## src/design/aes_block_encrypt_pkg.sv

```systemverilog
// constants and types for the block encryption unit
package aes_block_encrypt_pkg;

  // ****************************************
  // register offsets
  // ****************************************
  localparam logic [11:0] START_OFS  = 12'h000; // start task
  localparam logic [11:0] ABORT_OFS  = 12'h004; // abort task
  localparam logic [11:0] DONE_OFS   = 12'h100; // completion event
  localparam logic [11:0] ERROR_OFS  = 12'h104; // error event
  localparam logic [11:0] IENSET_OFS = 12'h304; // interrupt enable set
  localparam logic [11:0] IENCLR_OFS = 12'h308; // interrupt enable clear
  localparam logic [11:0] PTR_OFS    = 12'h504; // structure pointer

  // ****************************************
  // fields and reset values
  // ****************************************
  localparam int          DONE_BIT   = 0;        // enable bit, completion
  localparam int          ERROR_BIT  = 1;        // enable bit, error
  localparam logic [31:0] PTR_RESET  = 32'h0;    // pointer after reset
  localparam logic [1:0]  IEN_RESET  = 2'h0;     // enables after reset

  // ****************************************
  // memory structure layout
  // ****************************************
  localparam logic [31:0] KEY_OFS    = 32'h00;   // key, 16 bytes
  localparam logic [31:0] CIPHER_OFS = 32'h20;   // ciphertext, 16 bytes
  localparam logic [3:0]  LAST_FETCH = 4'h7;     // key and cleartext words
  localparam logic [3:0]  LAST_STORE = 4'h3;     // ciphertext words

  // ****************************************
  // timing
  // ****************************************
  localparam int RUN_TIME_NS   = 7200;          // longest run per block
  localparam int CLK_PERIOD_NS = 40;            // 25 mhz clock
  localparam int RUN_CYCLES    = RUN_TIME_NS / CLK_PERIOD_NS; // rounds down

  // sequencer states
  typedef enum logic [2:0] {IDLE, FETCH, CIPHER, STORE, DRAIN} state_t;

endpackage : aes_block_encrypt_pkg

```

## src/design/aes_block_encrypt_unit.sv

```systemverilog
// single block aes encryption unit with dma and register port
//
// The implementer's own choice: the address-and-strobe port.
`timescale 1ns/1ns

module aes_block_encrypt_unit (
  input  wire logic         clk,
  input  wire logic         reset,
  // register port
  input  wire logic [11:0]  wrAddr,
  input  wire logic [31:0]  wrData,
  input  wire logic         wrEn,
  input  wire logic [11:0]  rdAddr,
  input  wire logic         rdEn,
  output logic      [31:0]  rdData,
  output logic              irq,
  // dma port to data ram
  output logic              memReq,
  output logic              memWrite,
  output logic      [31:0]  memAddr,
  output logic      [31:0]  memWdata,
  input  wire logic [31:0]  memRdata,
  input  wire logic         memAck,
  // shared aes core
  input  wire logic         aesBusy,
  input  wire logic         aesPreempt,
  output logic              aesLoad,
  output logic      [127:0] aesKey,
  output logic      [127:0] aesBlock,
  input  wire logic         aesDone,
  input  wire logic [127:0] aesResult
);

  // ****************************************
  // state
  // ****************************************
  aes_block_encrypt_pkg::state_t state, next_state; // sequencer
  logic [3:0]   idx,      next_idx;       // dma word index
  logic [31:0]  ptr,      next_ptr;       // structure base
  logic         doneEv,   next_doneEv;    // completion flag
  logic         errorEv,  next_errorEv;   // error flag
  logic [1:0]   ien,      next_ien;       // interrupt enables
  logic [31:0]  next_rdData;              // read answer
  logic         next_irq;                 // interrupt line
  logic         next_memReq;              // dma request
  logic         next_memWrite;            // dma direction
  logic [31:0]  next_memAddr;             // dma address
  logic [31:0]  next_memWdata;            // dma write word
  logic         next_aesLoad;             // core load pulse
  logic [127:0] next_aesKey;              // key copy
  logic [127:0] next_aesBlock;            // data block copy
  logic         startHit;                 // start task written
  logic         abortHit;                 // abort task written
  logic         kill;                     // abort or preemption
  logic         doneSet;                  // completion this cycle
  logic         errSet;                   // error this cycle
  logic [3:0]   nidx;                     // next word index

  // ****************************************
  // next state logic
  // ****************************************
  always_comb begin
    next_state    = state;
    next_idx      = idx;
    next_memReq   = memReq;
    next_memWrite = memWrite;
    next_memAddr  = memAddr;
    next_memWdata = memWdata;
    next_aesLoad  = 1'b0;
    next_aesKey   = aesKey;
    next_aesBlock = aesBlock;
    doneSet       = 1'b0;
    errSet        = 1'b0;
    nidx          = idx + 4'h1;
    startHit = wrEn && wrAddr == aes_block_encrypt_pkg::START_OFS && wrData[0];
    abortHit = wrEn && wrAddr == aes_block_encrypt_pkg::ABORT_OFS && wrData[0];
    kill     = abortHit || aesPreempt;
    case (state)
      // waiting for the start task
      aes_block_encrypt_pkg::IDLE: begin
        if (startHit) begin
          if (aesBusy) begin
            errSet = 1'b1;
          end else begin
            next_state    = aes_block_encrypt_pkg::FETCH;
            next_idx      = 4'h0;
            next_memReq   = 1'b1;
            next_memWrite = 1'b0;
            next_memAddr  = ptr + aes_block_encrypt_pkg::KEY_OFS;
          end
        end
      end
      // reading key then cleartext
      aes_block_encrypt_pkg::FETCH: begin
        if (startHit) begin
          errSet = 1'b1;
        end
        if (memAck) begin
          if (idx < 4'h4) begin
            next_aesKey[32*idx[1:0] +: 32] = memRdata;
          end else begin
            next_aesBlock[32*idx[1:0] +: 32] = memRdata;
          end
          if (kill) begin
            next_memReq = 1'b0;
            next_state  = aes_block_encrypt_pkg::IDLE;
            errSet      = 1'b1;
          end else if (idx == aes_block_encrypt_pkg::LAST_FETCH) begin
            next_memReq  = 1'b0;
            next_aesLoad = 1'b1;
            next_state   = aes_block_encrypt_pkg::CIPHER;
          end else begin
            next_idx     = nidx;
            next_memAddr = memAddr + 32'h4;
          end
        end else if (kill) begin
          next_state = aes_block_encrypt_pkg::DRAIN;
        end
      end
      // core running
      aes_block_encrypt_pkg::CIPHER: begin
        if (startHit) begin
          errSet = 1'b1;
        end
        if (kill) begin
          next_state = aes_block_encrypt_pkg::IDLE;
          errSet     = 1'b1;
        end else if (aesDone) begin
          next_aesBlock = aesResult;
          next_state    = aes_block_encrypt_pkg::STORE;
          next_idx      = 4'h0;
          next_memReq   = 1'b1;
          next_memWrite = 1'b1;
          next_memAddr  = ptr + aes_block_encrypt_pkg::CIPHER_OFS;
          next_memWdata = aesResult[31:0];
        end
      end
      // writing ciphertext back
      aes_block_encrypt_pkg::STORE: begin
        if (startHit) begin
          errSet = 1'b1;
        end
        if (memAck) begin
          if (kill) begin
            next_memReq = 1'b0;
            next_state  = aes_block_encrypt_pkg::IDLE;
            errSet      = 1'b1;
          end else if (idx == aes_block_encrypt_pkg::LAST_STORE) begin
            next_memReq = 1'b0;
            next_state  = aes_block_encrypt_pkg::IDLE;
            doneSet     = 1'b1;
          end else begin
            next_idx      = nidx;
            next_memAddr  = memAddr + 32'h4;
            next_memWdata = aesBlock[32*nidx[1:0] +: 32];
          end
        end else if (kill) begin
          next_state = aes_block_encrypt_pkg::DRAIN;
        end
      end
      // letting the open access finish before the error
      default: begin
        if (memAck) begin
          next_memReq = 1'b0;
          next_state  = aes_block_encrypt_pkg::IDLE;
          errSet      = 1'b1;
        end
      end
    endcase
  end

  // ****************************************
  // registers, events and interrupt
  // ****************************************
  always_comb begin
    next_ptr     = ptr;
    next_doneEv  = doneEv;
    next_errorEv = errorEv;
    next_ien     = ien;
    next_rdData  = 32'h0;
    // register writes, event sets override clears
    if (wrEn) begin
      if (wrAddr == aes_block_encrypt_pkg::DONE_OFS) begin
        next_doneEv = wrData[0];
      end else if (wrAddr == aes_block_encrypt_pkg::ERROR_OFS) begin
        next_errorEv = wrData[0];
      end else if (wrAddr == aes_block_encrypt_pkg::IENSET_OFS) begin
        next_ien = ien | wrData[1:0];
      end else if (wrAddr == aes_block_encrypt_pkg::IENCLR_OFS) begin
        next_ien = ien & ~wrData[1:0];
      end else if (wrAddr == aes_block_encrypt_pkg::PTR_OFS) begin
        next_ptr = wrData;
      end
    end
    if (doneSet) begin
      next_doneEv = 1'b1;
    end
    if (errSet) begin
      next_errorEv = 1'b1;
    end
    // read answers, unmapped and task offsets read zero
    if (rdEn) begin
      if (rdAddr == aes_block_encrypt_pkg::DONE_OFS) begin
        next_rdData = {31'h0, doneEv};
      end else if (rdAddr == aes_block_encrypt_pkg::ERROR_OFS) begin
        next_rdData = {31'h0, errorEv};
      end else if (rdAddr == aes_block_encrypt_pkg::IENSET_OFS ||
                   rdAddr == aes_block_encrypt_pkg::IENCLR_OFS) begin
        next_rdData = {30'h0, ien};
      end else if (rdAddr == aes_block_encrypt_pkg::PTR_OFS) begin
        next_rdData = ptr;
      end
    end
    next_irq = (next_doneEv && next_ien[aes_block_encrypt_pkg::DONE_BIT])
      || (next_errorEv && next_ien[aes_block_encrypt_pkg::ERROR_BIT]);
  end

  // ****************************************
  // flip-flops
  // ****************************************
  always_ff @(posedge clk) begin
    if (reset) begin
      state    <= aes_block_encrypt_pkg::IDLE;
      idx      <= 4'h0;
      ptr      <= aes_block_encrypt_pkg::PTR_RESET;
      doneEv   <= 1'b0;
      errorEv  <= 1'b0;
      ien      <= aes_block_encrypt_pkg::IEN_RESET;
      rdData   <= 32'h0;
      irq      <= 1'b0;
      memReq   <= 1'b0;
      memWrite <= 1'b0;
      memAddr  <= 32'h0;
      memWdata <= 32'h0;
      aesLoad  <= 1'b0;
      aesKey   <= 128'h0;
      aesBlock <= 128'h0;
    end else begin
      state    <= next_state;
      idx      <= next_idx;
      ptr      <= next_ptr;
      doneEv   <= next_doneEv;
      errorEv  <= next_errorEv;
      ien      <= next_ien;
      rdData   <= next_rdData;
      irq      <= next_irq;
      memReq   <= next_memReq;
      memWrite <= next_memWrite;
      memAddr  <= next_memAddr;
      memWdata <= next_memWdata;
      aesLoad  <= next_aesLoad;
      aesKey   <= next_aesKey;
      aesBlock <= next_aesBlock;
    end
  end

  // ****************************************
  // checks
  // ****************************************
  int elapsed; // cycles since the running block began
  always_ff @(posedge clk) begin
    if (reset || state == aes_block_encrypt_pkg::IDLE) begin
      elapsed <= 0;
    end else begin
      elapsed <= elapsed + 1;
    end
  end
endmodule : aes_block_encrypt_unit

```

## config.mk

```make
export PLATFORM = sky130hd
export DESIGN_NAME = aes_block_encrypt_unit
export DESIGN_NICKNAME = d
export VERILOG_FILES = /design/src/design/aes_block_encrypt_pkg.sv /design/src/design/aes_block_encrypt_unit.sv
export SDC_FILE = /design/constraint.sdc
export NUM_CORES = 1
export LEC_CHECK = 0
export ABC_AREA = 1
export BUFFER_PORTS_ARGS = -buffer_cell sky130_fd_sc_hd__buf_2
export CORE_AREA = 2 2 223 225
export CTS_BUF_LIST = sky130_fd_sc_hd__clkbuf_8
export DETAILED_ROUTE_END_ITERATION = 6
export DIE_AREA = 0 0 225 227
export GPL_ROUTABILITY_DRIVEN = 0
export PLACE_DENSITY = 0.63
export SLEW_MARGIN = 20
export SYNTH_ARGS = -nofsm -noshare
export SYNTH_HDL_FRONTEND = slang
export SYNTH_SLANG_ARGS = --single-unit
```

## constraint.sdc

```tcl
create_clock -name clk -period 5.8 [get_ports clk]
set_input_delay 0.29 -clock clk [delete_from_list [all_inputs] [get_ports clk]]
set_output_delay 0.29 -clock clk [all_outputs]
set_load 0.1 [all_outputs]
```

# Word-level counts from Yosys, hierarchy flattened
# Index checks and enable logic that the tools add are counted.
[totals]
reg_bits = 399
in_bits = 224
output_inout_bits = 356
elab_cells = 189
[classes]
n_addsub = 4
n_lt_le_gt_ge = 1
n_eq_ne = 32
shifts = 3
n_mux = 91
n_bitwise = 11
reduce_logical = 30
[ops]
columns = ["cell", "count"]
rows = [
  ["128-bit two-way mux", 4],
  ["32-bit two-way mux", 15],
  ["128-bit bitwise mux", 2],
  ["128-bit one-hot mux with 2 select lines", 1],
  ["32-bit one-hot mux with 4 select lines", 1],
  ["32-bit by 34-bit variable shift with 128-bit output (first input constant)", 1],
  ["128-bit by 8-bit indexed part select with 32-bit output", 1],
  ["32-bit by 34-bit indexed part select with 128-bit output", 1],
  ["32-bit one-hot mux with 2 select lines", 1],
  ["12-bit by 10-bit equality test with 1-bit output (second input constant)", 4],
  ["12-bit by 9-bit equality test with 1-bit output (second input constant)", 4],
  ["4-bit two-way mux", 10],
  ["3-bit two-way mux", 12],
  ["7-bit negator with 34-bit output", 1],
  ["1-bit two-way mux", 33],
  ["32-bit by 3-bit adder with 32-bit output (second input constant)", 1],
  ["32-bit by 6-bit adder with 32-bit output (second input constant)", 1],
  ["12-bit by 11-bit equality test with 1-bit output (second input constant)", 2],
  ["2-bit inequality test (second input constant)", 11],
  ["6-bit AND reduction", 3],
  ["4-bit one-hot mux with 4 select lines", 1],
  ["2-bit two-way mux", 7],
  ["12-bit by 3-bit equality test with 1-bit output (second input constant)", 1],
  ["12-bit logical NOT", 1],
  ["other kinds (30)", 53],
]

# Depth between registers and ports, before layout
# Gate-level depths: netlist of the first run.
[depth]
ltp_word = 10
depth_mapped = 15
mapped_depth_nobuf = 13

# Least setup slack after synthesis of the first run
# OpenSTA, ideal clock, no wires.
[synth_path]
path_kind = "register -> register"
from = "register idx[0]"
to = "register memWdata[31]"
setup_time_ps = 71
t_arrival_ps = 2436
t_required_ps = 5729
path_slack_ps = 3293
stages_incl_launch_ff = 13
path_cell_list = "dfxtp_1 -> inv_2 -> clkbuf_1 -> buf_1 -> ha_1 -> buf_2 -> clkbuf_1 -> clkbuf_1 -> o21ai_0 -> o21ai_0 -> nand2_1 -> o21a_1 -> a21oi_1"
[synth_via]
elab_chain_len = 6
elab_cells_between_ends = 9
[synth_lines]
columns = ["element", "line", "rtl"]
rows = [
  ["start: declaration", "aes_block_encrypt_unit.sv:38", "logic [3:0] idx, next_idx;"],
  ["start signal: assignment", "aes_block_encrypt_unit.sv:240", "idx <= next_idx;"],
  ["4-bit by 1-bit adder with 4-bit output", "aes_block_encrypt_unit.sv:74", "nidx = idx + 4'h1;"],
  ["128-bit by 8-bit indexed part select with 32-bit output", "aes_block_encrypt_unit.sv:155", "next_memWdata = aesBlock[32*nidx[1:0] +: 32];"],
  ["32-bit two-way mux", "aes_block_encrypt_unit.sv:148", "end else if (idx == aes_block_encrypt_pkg::LAST_STORE) begin"],
  ["32-bit two-way mux", "aes_block_encrypt_unit.sv:144", "if (kill) begin"],
  ["32-bit two-way mux", "aes_block_encrypt_unit.sv:143", "if (memAck) begin"],
  ["32-bit one-hot mux with 2 select lines", "aes_block_encrypt_unit.sv:78", "case (state)"],
  ["end signal: assignment", "aes_block_encrypt_unit.sv:250", "memWdata <= next_memWdata;"],
  ["end: declaration", "aes_block_encrypt_unit.sv:21", "output logic [31:0] memWdata,"],
]
# Parallel ways exist; a longest one is shown, timed or not. The select of a mux whose other input is x is not followed.
# A chain may end at the register's enable or synchronous reset.

# Worst setup path in the final report of the first run
[layout_path]
from = "register idx[0]"
to = "register aesBlock[45]"
[layout_via]
elab_chain_len = 6
elab_cells_between_ends = 10
[layout_lines]
columns = ["element", "line", "rtl"]
rows = [
  ["7-bit negator with 34-bit output", "aes_block_encrypt_unit.sv:102", "next_aesBlock[32*idx[1:0] +: 32] = memRdata;"],
  ["32-bit by 34-bit indexed part select with 128-bit output or 32-bit by 34-bit variable shift with 128-bit output (tied branches)", "aes_block_encrypt_unit.sv:102", ""],
  ["128-bit bitwise mux", "aes_block_encrypt_unit.sv:102", ""],
  ["128-bit two-way mux", "aes_block_encrypt_unit.sv:99", "if (idx < 4'h4) begin"],
  ["128-bit two-way mux", "aes_block_encrypt_unit.sv:98", "if (memAck) begin"],
  ["128-bit one-hot mux with 2 select lines", "aes_block_encrypt_unit.sv:78", ""],
  ["end signal: assignment", "aes_block_encrypt_unit.sv:253", "aesBlock <= next_aesBlock;"],
  ["end: declaration", "aes_block_encrypt_unit.sv:29", "output logic [127:0] aesBlock,"],
]
# Parallel ways exist; a longest one is shown, timed or not. The select of a mux whose other input is x is not followed.

==> results of run 1 <==
-- kinds of logic after synthesis --
family | Yosys count
and+or+nand+nor | 1139
AOI/OAI and AO/OA | 910
adders and majority gates | 6
xor gates and xnor gates | 4
DFF | 399
buffers and inverters | 498
-- cell type report --
class / count / area [µm²]
repair buffers: 703 / 4090
clock buffers: 85 / 1170
clock inverters: 32 / 143
diodes: 8 / 20.0
inverters: 297 / 1120
well taps: 622 / 778
multi-input cells: 2059 / 9770
fillers: 5032 / 23500
flip-flops and latches: 399 / 7990
-- flip-flops by register name (all words and copies together) (netlist names), 2 cells and up --
name / count
aesBlock: 128
ien: 2
idx: 4
state: 3
memWdata: 32
memAddr: 32
rdData: 32
aesKey: 128
ptr: 32
-- routing by layer --
metal  vias to the layer above  track usage [%]
met3                       246             7.95
met4                         6             19.6
met2                      1104             53.7
met1                     10400             41.2
li1                      11000                -
met5                         -                0
-- power by group through the flow --
| stage | registers [mW] | logic (mW) | clock network [mW] |
|---|---|---|---|
| floorplan | 5.57 | 2.56 | 0 |
| global placement | 3.49 | 6.08 | 0 |
| detailed placement | 3.49 | 6.09 | 0 |
| CTS | 3.43 | 6.16 | 2.58 |
| global route | 3.48 | 6.63 | 2.71 |
| finish | 3.45 | 6.22 | 2.56 |
-- Yosys cell counts, drive strengths merged, types with 4 or more instances --
| cell type | number |
|---|---|
| inv | 295 |
| o211a | 4 |
| buf | 68 |
| xor2 | 4 |
| nor2 | 313 |
| clkbuf | 133 |
| a211oi | 32 |
| nand3 | 207 |
| ha | 6 |
| nor3 | 16 |
| o31ai | 14 |
| dfxtp | 399 |
| o21a | 32 |
| nand2 | 568 |
| a31oi | 7 |
| o211ai | 7 |
| a21oi | 368 |
| o21ai | 439 |
| nand4 | 23 |
-- critical path, cell delays in order (launching register included) --
cell and delay [ps]:
dfxtp_2 340, inv_6 390, ha_4 850, inv_1 720, nor2_4 1020, inv_1 490
o31ai_1 340, o21ai_1 100, a21oi_1 150
-- worst max path at each step --
stage	endpoint	slack, ps	cells after the start
2_1_floorplan	memWdata[31]$_SDFFE_PP0P_	3290	12
3_3_place_gp	aesBlock[39]$_SDFFE_PP0P_	1330	8
3_5_place_dp	aesBlock[45]$_SDFFE_PP0P_	1300	8
4_1_cts	aesBlock[45]$_SDFFE_PP0P_	1280	8
5_1_grt	aesBlock[50]$_SDFFE_PP0P_	970	8
6_report	aesBlock[45]$_SDFFE_PP0P_	1320	8
-- through the flow --
step	std cells	hold slack (ps)	cell area [µm²]	worst slack [ps]	utilization, %
finish	4205	34.6	25100	1320	51.7
global route	4200	6.11	25100	971	51.6
CTS	4197	0.581	25100	1280	51.6
detailed placement	3977	428	22700	1300	46.8
global placement	3977	430	22700	1330	46.8
floorplan	2956	418	19600	3290	-
==> metrics.csv, run 1 <==
stage,metric,value,unit
placement,Detailed Place HPWL,63.8,mm
sta,Fmax,0.223,GHz
pwr,leak pwr,11.3,nW
logic_synthesis,ys flop type,dfxtp_1,
setup_path,reg2reg start,idx[0]$_SDFFE_PP0P_,
routing,via count,22800,
setup_path,Reg2Reg Depth,8,
logic_synthesis,Synth top area share,40.7,%
cells_and_area,fraction of layout cells with a size suffix above 1,20.7,%
clock_network,worst skew pair latency,680,ps
logic_synthesis,xor/xnor share of the synthesized area,0.178,%
cells_and_area,P&R area growth vs syn,27.7,%
routing,met2 wire length,40.2,mm
routing,router iterations before antenna repair,6,
pwr,PnR Total Power,12.2,mW
logic_synthesis,Post-Synthesis Cells,2956,
pwr,Sw Share,54.4,%
pwr,PwrDens,488,nW/µm²
routing,vias per inst,5.41,
logic_synthesis,Synth Register Bits,399,
floorplanning,Site Rows,81,
logic_synthesis,Yosys cell types,43,
pwr,combinational power share,50.9,%
floorplanning,Die H,227,µm
setup_path,WP data required,6390,ps
floorplanning,starting density of the core,40.5,%
routing,number of nets still failing antenna checks after routing,0,
routing,DR WL/cell,21.2,µm
setup_path,WS Path Type,flip-flop to flip-flop,
logic_synthesis,Synth Area in Simple Gates,24.1,%
clock_network,H-tree depth,3,
cells_and_area,"most common cell after layout, fill and taps aside",buf_2,
grt,vias in the first global route,20900,
sta,TNS Setup,0,ps
clock_network,TritonCTS buffer count,71,
cells_and_area,most frequent cells in the layout,"578 x buf_2, 563 x nand2_1, 398 x dfxtp_1, 368 x o21ai_0, 368 x a21oi_1",
routing,DR WL met3,7.99,mm
logic_synthesis,combinational family with the most area after synthesis,compound AO/OA/AOI/OAI gates,
grt,initial antenna violation count,11,
routing,Met1 Wirelength,35.2,mm
sta,Post-Route Skew,36.6,ps
hold_path,Hold WC Path Type,primary input to flip-flop,
sta,Tmin final,4480,ps
logic_synthesis,post-synthesis compound-gate area fraction,24.7,%
job,max cap viols,0,
grt,total track usage,33.5,%
grt,first-pass GRT wire length,130,mm
clock_network,CTS sink cnt,399,
grt,Overflow after GRT,0,
logic_synthesis,adder-cell share of the synthesized area,0.382,%
setup_path,reg2reg end,aesBlock[45]$_SDFFE_PP0P_,
clock_network,Post-CTS Resized,0,
logic_synthesis,Synth area leaders,"dfxtp_1 41%, nand2_1 11%, a21oi_1 9.4%, o21ai_0 9.4%, nor2_1 5.8%",
floorplanning,core area,48500,µm²
pwr,Switch Pwr,6.65,mW
grt,largest net degree at the start of global routing,93,
run_status,status,"complete, no violations",
sta,Least-Margin Pin Slew,1090,ps
clock_network,"CTS clk-pin slew, worst paths",60,ps
pwr,Seq pwr share,28.2,%
logic_synthesis,"EDFF count, synth",0,
hold_path,min-delay src,aesResult[125],
sta,Slew Limit Fails,0,
floorplanning,die area,51100,µm²
routing,total routed wirelength,88.9,mm
setup_path,CP Data Arrival Time,5070,ps
hold_path,WHS Endpoint,aesBlock[125]$_SDFFE_PP0P_,
logic_synthesis,post-synthesis sequential area ratio,40.7,%
hold_path,Worst Hold Path Cells,5,
sta,final setup vio count,0,
setup_path,Crit. Startpoint,idx[0]$_SDFFE_PP0P_,
logic_synthesis,post-synthesis cell area,19600,µm²
sta,unrepaired setup endpoints after global routing,no,
logic_synthesis,fraction of synthesized area in multiplexers,0,%
placement,Port Buffer Count,579,
clock_network,Root Driver,clkbuf_8,
clock_network,hold buffers post-CTS,103,
setup_path,critical path launch point type,flip-flop,
pwr,Pint,5.58,mW
routing,DR DRC count,0,
logic_synthesis,Avg Inst Size Synth,6.65,µm²
sta,Slew HR,27.4,%
setup_path,"reg-to-reg slack, setup",1320,ps
cells_and_area,fin nets,3761,
floorplanning,Top Ports,580,
logic_synthesis,leading area contributor after synthesis,dfxtp_1,
pwr,worst vdd ir,334,µV
sta,endpoints failing hold,0,
routing,Highest Signal Layer,met5,
clock_network,CTS tree,done,
pwr,clock power share,20.9,%
setup_path,worst-path fanout max,89,
clock_network,clk buf depth,3,
floorplanning,die width,225,µm
logic_synthesis,syn nets,3186,
logic_synthesis,Synth warnings,0,
clock_network,post-CTS setup buffers,0,
routing,DR iter-0 viols,2262,
setup_path,crit end category,flip-flop,
logic_synthesis,asr flop ratio synth,0,%
sta,period utilization,77.3,%
(Power assumes the default switching activity.)
==> run 2: changes to the inputs <==
--- a/config.mk
+++ b/config.mk
@@ -7,10 +7,10 @@
 export LEC_CHECK = 0
 export ABC_AREA = 1
 export BUFFER_PORTS_ARGS = -buffer_cell sky130_fd_sc_hd__buf_2
-export CORE_AREA = 2 2 223 225
+export CORE_AREA = 2 2 229 231
 export CTS_BUF_LIST = sky130_fd_sc_hd__clkbuf_8
 export DETAILED_ROUTE_END_ITERATION = 6
-export DIE_AREA = 0 0 225 227
+export DIE_AREA = 0 0 231 233
 export GPL_ROUTABILITY_DRIVEN = 0
 export PLACE_DENSITY = 0.63
 export SLEW_MARGIN = 20
==> constraint.sdc (replaced) <==
create_clock -name clk -period 4 [get_ports clk]
set_input_delay 0.2 -clock clk [delete_from_list [all_inputs] [get_ports clk]]
set_output_delay 0.2 -clock clk [all_outputs]
set_load 0.1 [all_outputs]
==> run 2 against run 1 <==
  * Critical path depth down 2
  * Sequential share of layout area down 1.4 points
  * Register-to-register slack worse by 160 ps
  * Sequential power up 45%
  * Worst hold slack worse by 7.4 ps
  * Non-clock buffer count up 94
  * Die area up 5.4%
  * Critical endpoint is now aesBlock[119]$_SDFFE_PP0P_
==> metrics.csv, run 2 (synthesis gave the netlist of run 1 again) <==
stage,metric,value,unit,change
run_status,status,"complete, no violations",,
setup_path,critical path cell sequence,buf_4 > ha_1 > o211ai_4 > inv_2 > nand2_1 > a21oi_1,,
cells_and_area,biggest regs,"aesBlock (128), aesKey (128)",,
setup_path,"reg-to-reg slack, setup",1160,ps,-160 ps
routing,vias per inst,5.39,,-0.49%
clock_network,worst skew pair latency,670,ps,about the same
grt,Overflow after GRT,0,,unchanged
clock_network,Root Driver,clkbuf_8,,
clock_network,post-CTS setup buffers,0,,unchanged
routing,DR DRC count,0,,unchanged
cells_and_area,fraction of layout cells with a size suffix above 1,20.4,%,-0.26 points
sta,Fmax,0.352,GHz,+58%
clock_network,H-tree depth,3,,unchanged
pwr,worst vdd ir,410,µV,+23%
sta,endpoints failing hold,0,,unchanged
job,max cap viols,0,,unchanged
setup_path,worst-path fanout max,36,,-60%
clock_network,CTS sink cnt,399,,unchanged
clock_network,TritonCTS buffer count,72,,+1.4%
floorplanning,core area,51100,µm²,+5.3%
cells_and_area,"most common cell after layout, fill and taps aside",buf_2,,
hold_path,Hold WC Path Type,primary input to flip-flop,,
setup_path,crit end category,flip-flop,,
sta,Slew Limit Fails,0,,unchanged
setup_path,"slowest stage cell, crit path",o211ai_4,,
floorplanning,Site Rows,83,,+2.5%
sta,final setup vio count,0,,unchanged
setup_path,critical path launch point type,flip-flop,,
clock_network,clk buf depth,3,,unchanged
floorplanning,Die H,233,µm,+2.6%
routing,number of nets still failing antenna checks after routing,0,,unchanged
cells_and_area,P&R area growth vs syn,33.4,%,
pwr,PnR Total Power,18.2,mW,+49%
cells_and_area,most frequent cells in the layout,"578 x buf_2, 565 x nand2_1, 398 x dfxtp_1, 368 x o21ai_0, 368 x a21oi_1",,
setup_path,CP Data Arrival Time,3330,ps,-1740 ps
placement,Port Buffer Count,579,,unchanged
sta,unrepaired setup endpoints after global routing,no,,
floorplanning,Top Ports,580,,unchanged
grt,first-pass GRT wire length,136,mm,+5.0%
clock_network,Post-CTS Resized,0,,unchanged
setup_path,WP data required,4490,ps,-1900 ps
pwr,PwrDens,694,nW/µm²,+42%
clock_network,"CTS clk-pin slew, worst paths",60,ps,about the same
sta,period utilization,71.0,%,-6.3 points
routing,total routed wirelength,93.8,mm,+5.4%
floorplanning,die area,53800,µm²,+5.4%
pwr,leak pwr,11.8,nW,+4.1%
sta,Slew HR,25.3,%,-2.1 points
routing,router iterations before antenna repair,6,,unchanged
clock_network,hold buffers post-CTS,189,,+83%
placement,Detailed Place HPWL,67.8,mm,+6.3%
sta,Least-Margin Pin Slew,1120,ps,+32.3 ps
grt,total track usage,33.4,%,-0.092 points
setup_path,WS Path Type,flip-flop to flip-flop,,
sta,Post-Route Skew,40.7,ps,+4.10 ps
routing,DR iter-0 viols,2177,,-3.8%
cells_and_area,FILL cells,5322,,+5.8%
grt,largest net degree at the start of global routing,103,,+11%
floorplanning,starting density of the core,38.4,%,-2.0 points
clock_network,CTS tree,done,,
grt,vias in the first global route,22100,,+5.6%
sta,TNS Setup,0,ps,unchanged
grt,initial antenna violation count,5,,-6
sta,Tmin final,2840,ps,-1640 ps
floorplanning,die width,231,µm,+2.7%
setup_path,slowest cell delay on critical path,870,ps,-150 ps
routing,DR WL/cell,21.5,µm,+1.5%
routing,via count,23500,,+3.3%
cells_and_area,fin nets,3856,,+2.5%
run 2: per-layer routing:
metal / track usage (%) / part of all wire (%)
met1: 40.3 / 39
met2: 55.2 / 47
met3: 7.56 / 8.7
met4: 18.2 / 5.4
met5: 0 / 0.013
run 2: path summary, 6_finish.rpt:
path / from / cells after the start / endpoint
worst max register to register: idx[0]$_SDFFE_PP0P_ / 6 / aesBlock[119]$_SDFFE_PP0P_
worst max-delay path: idx[0]$_SDFFE_PP0P_ / 6 / aesBlock[119]$_SDFFE_PP0P_
worst min register to register: memAddr[0]$_SDFFE_PP0P_ / 2 / memAddr[0]$_SDFFE_PP0P_
worst min-delay path: aesResult[112] / 5 / aesBlock[112]$_SDFFE_PP0P_
run 2: final cells by class:
class                           instances  area (µm²)  share of cell area, %
Clock buffer                           87        1200                   4.57
Tap cell                              680         851                   3.25
Sequential cell                       399        7990                   30.5
Timing Repair Buffer                  797        5020                   19.2
Antenna cell                            6        15.0                 0.0573
Multi-Input combinational cell       2059        9770                   37.3
Inverter                              297        1130                   4.30
Clock inverter                         41         226                  0.864
run 2: report_power, final:
part           leakage [nW]  switching (mW)  internal, mW
Clock                 0.827            1.90          2.04
Combinational          7.75            7.42          1.82
Sequential             3.22           0.544          4.46
run 2: per-stage QoR:
step	setup slack [ps]	util [%]	hold slack, ps	std cells	area [µm²]
floorplan	1490	-	328	2956	19600
global placement	1040	44.7	427	4043	22900
detailed placement	1000	44.7	440	4043	22900
CTS	1200	51.2	0.356	4360	26200
global route	925	51.3	51.4	4362	26200
finish	1160	51.3	27.2	4366	26200
run 2: worst max-delay path: cells and delay by family (launching register included):
family	cells	cell delay, ps
and+or+nand+nor	1	190
AOI/OAI and AO/OA	2	950
buffers and inverters	2	790
adders and majority gates	1	380
DFF	1	350
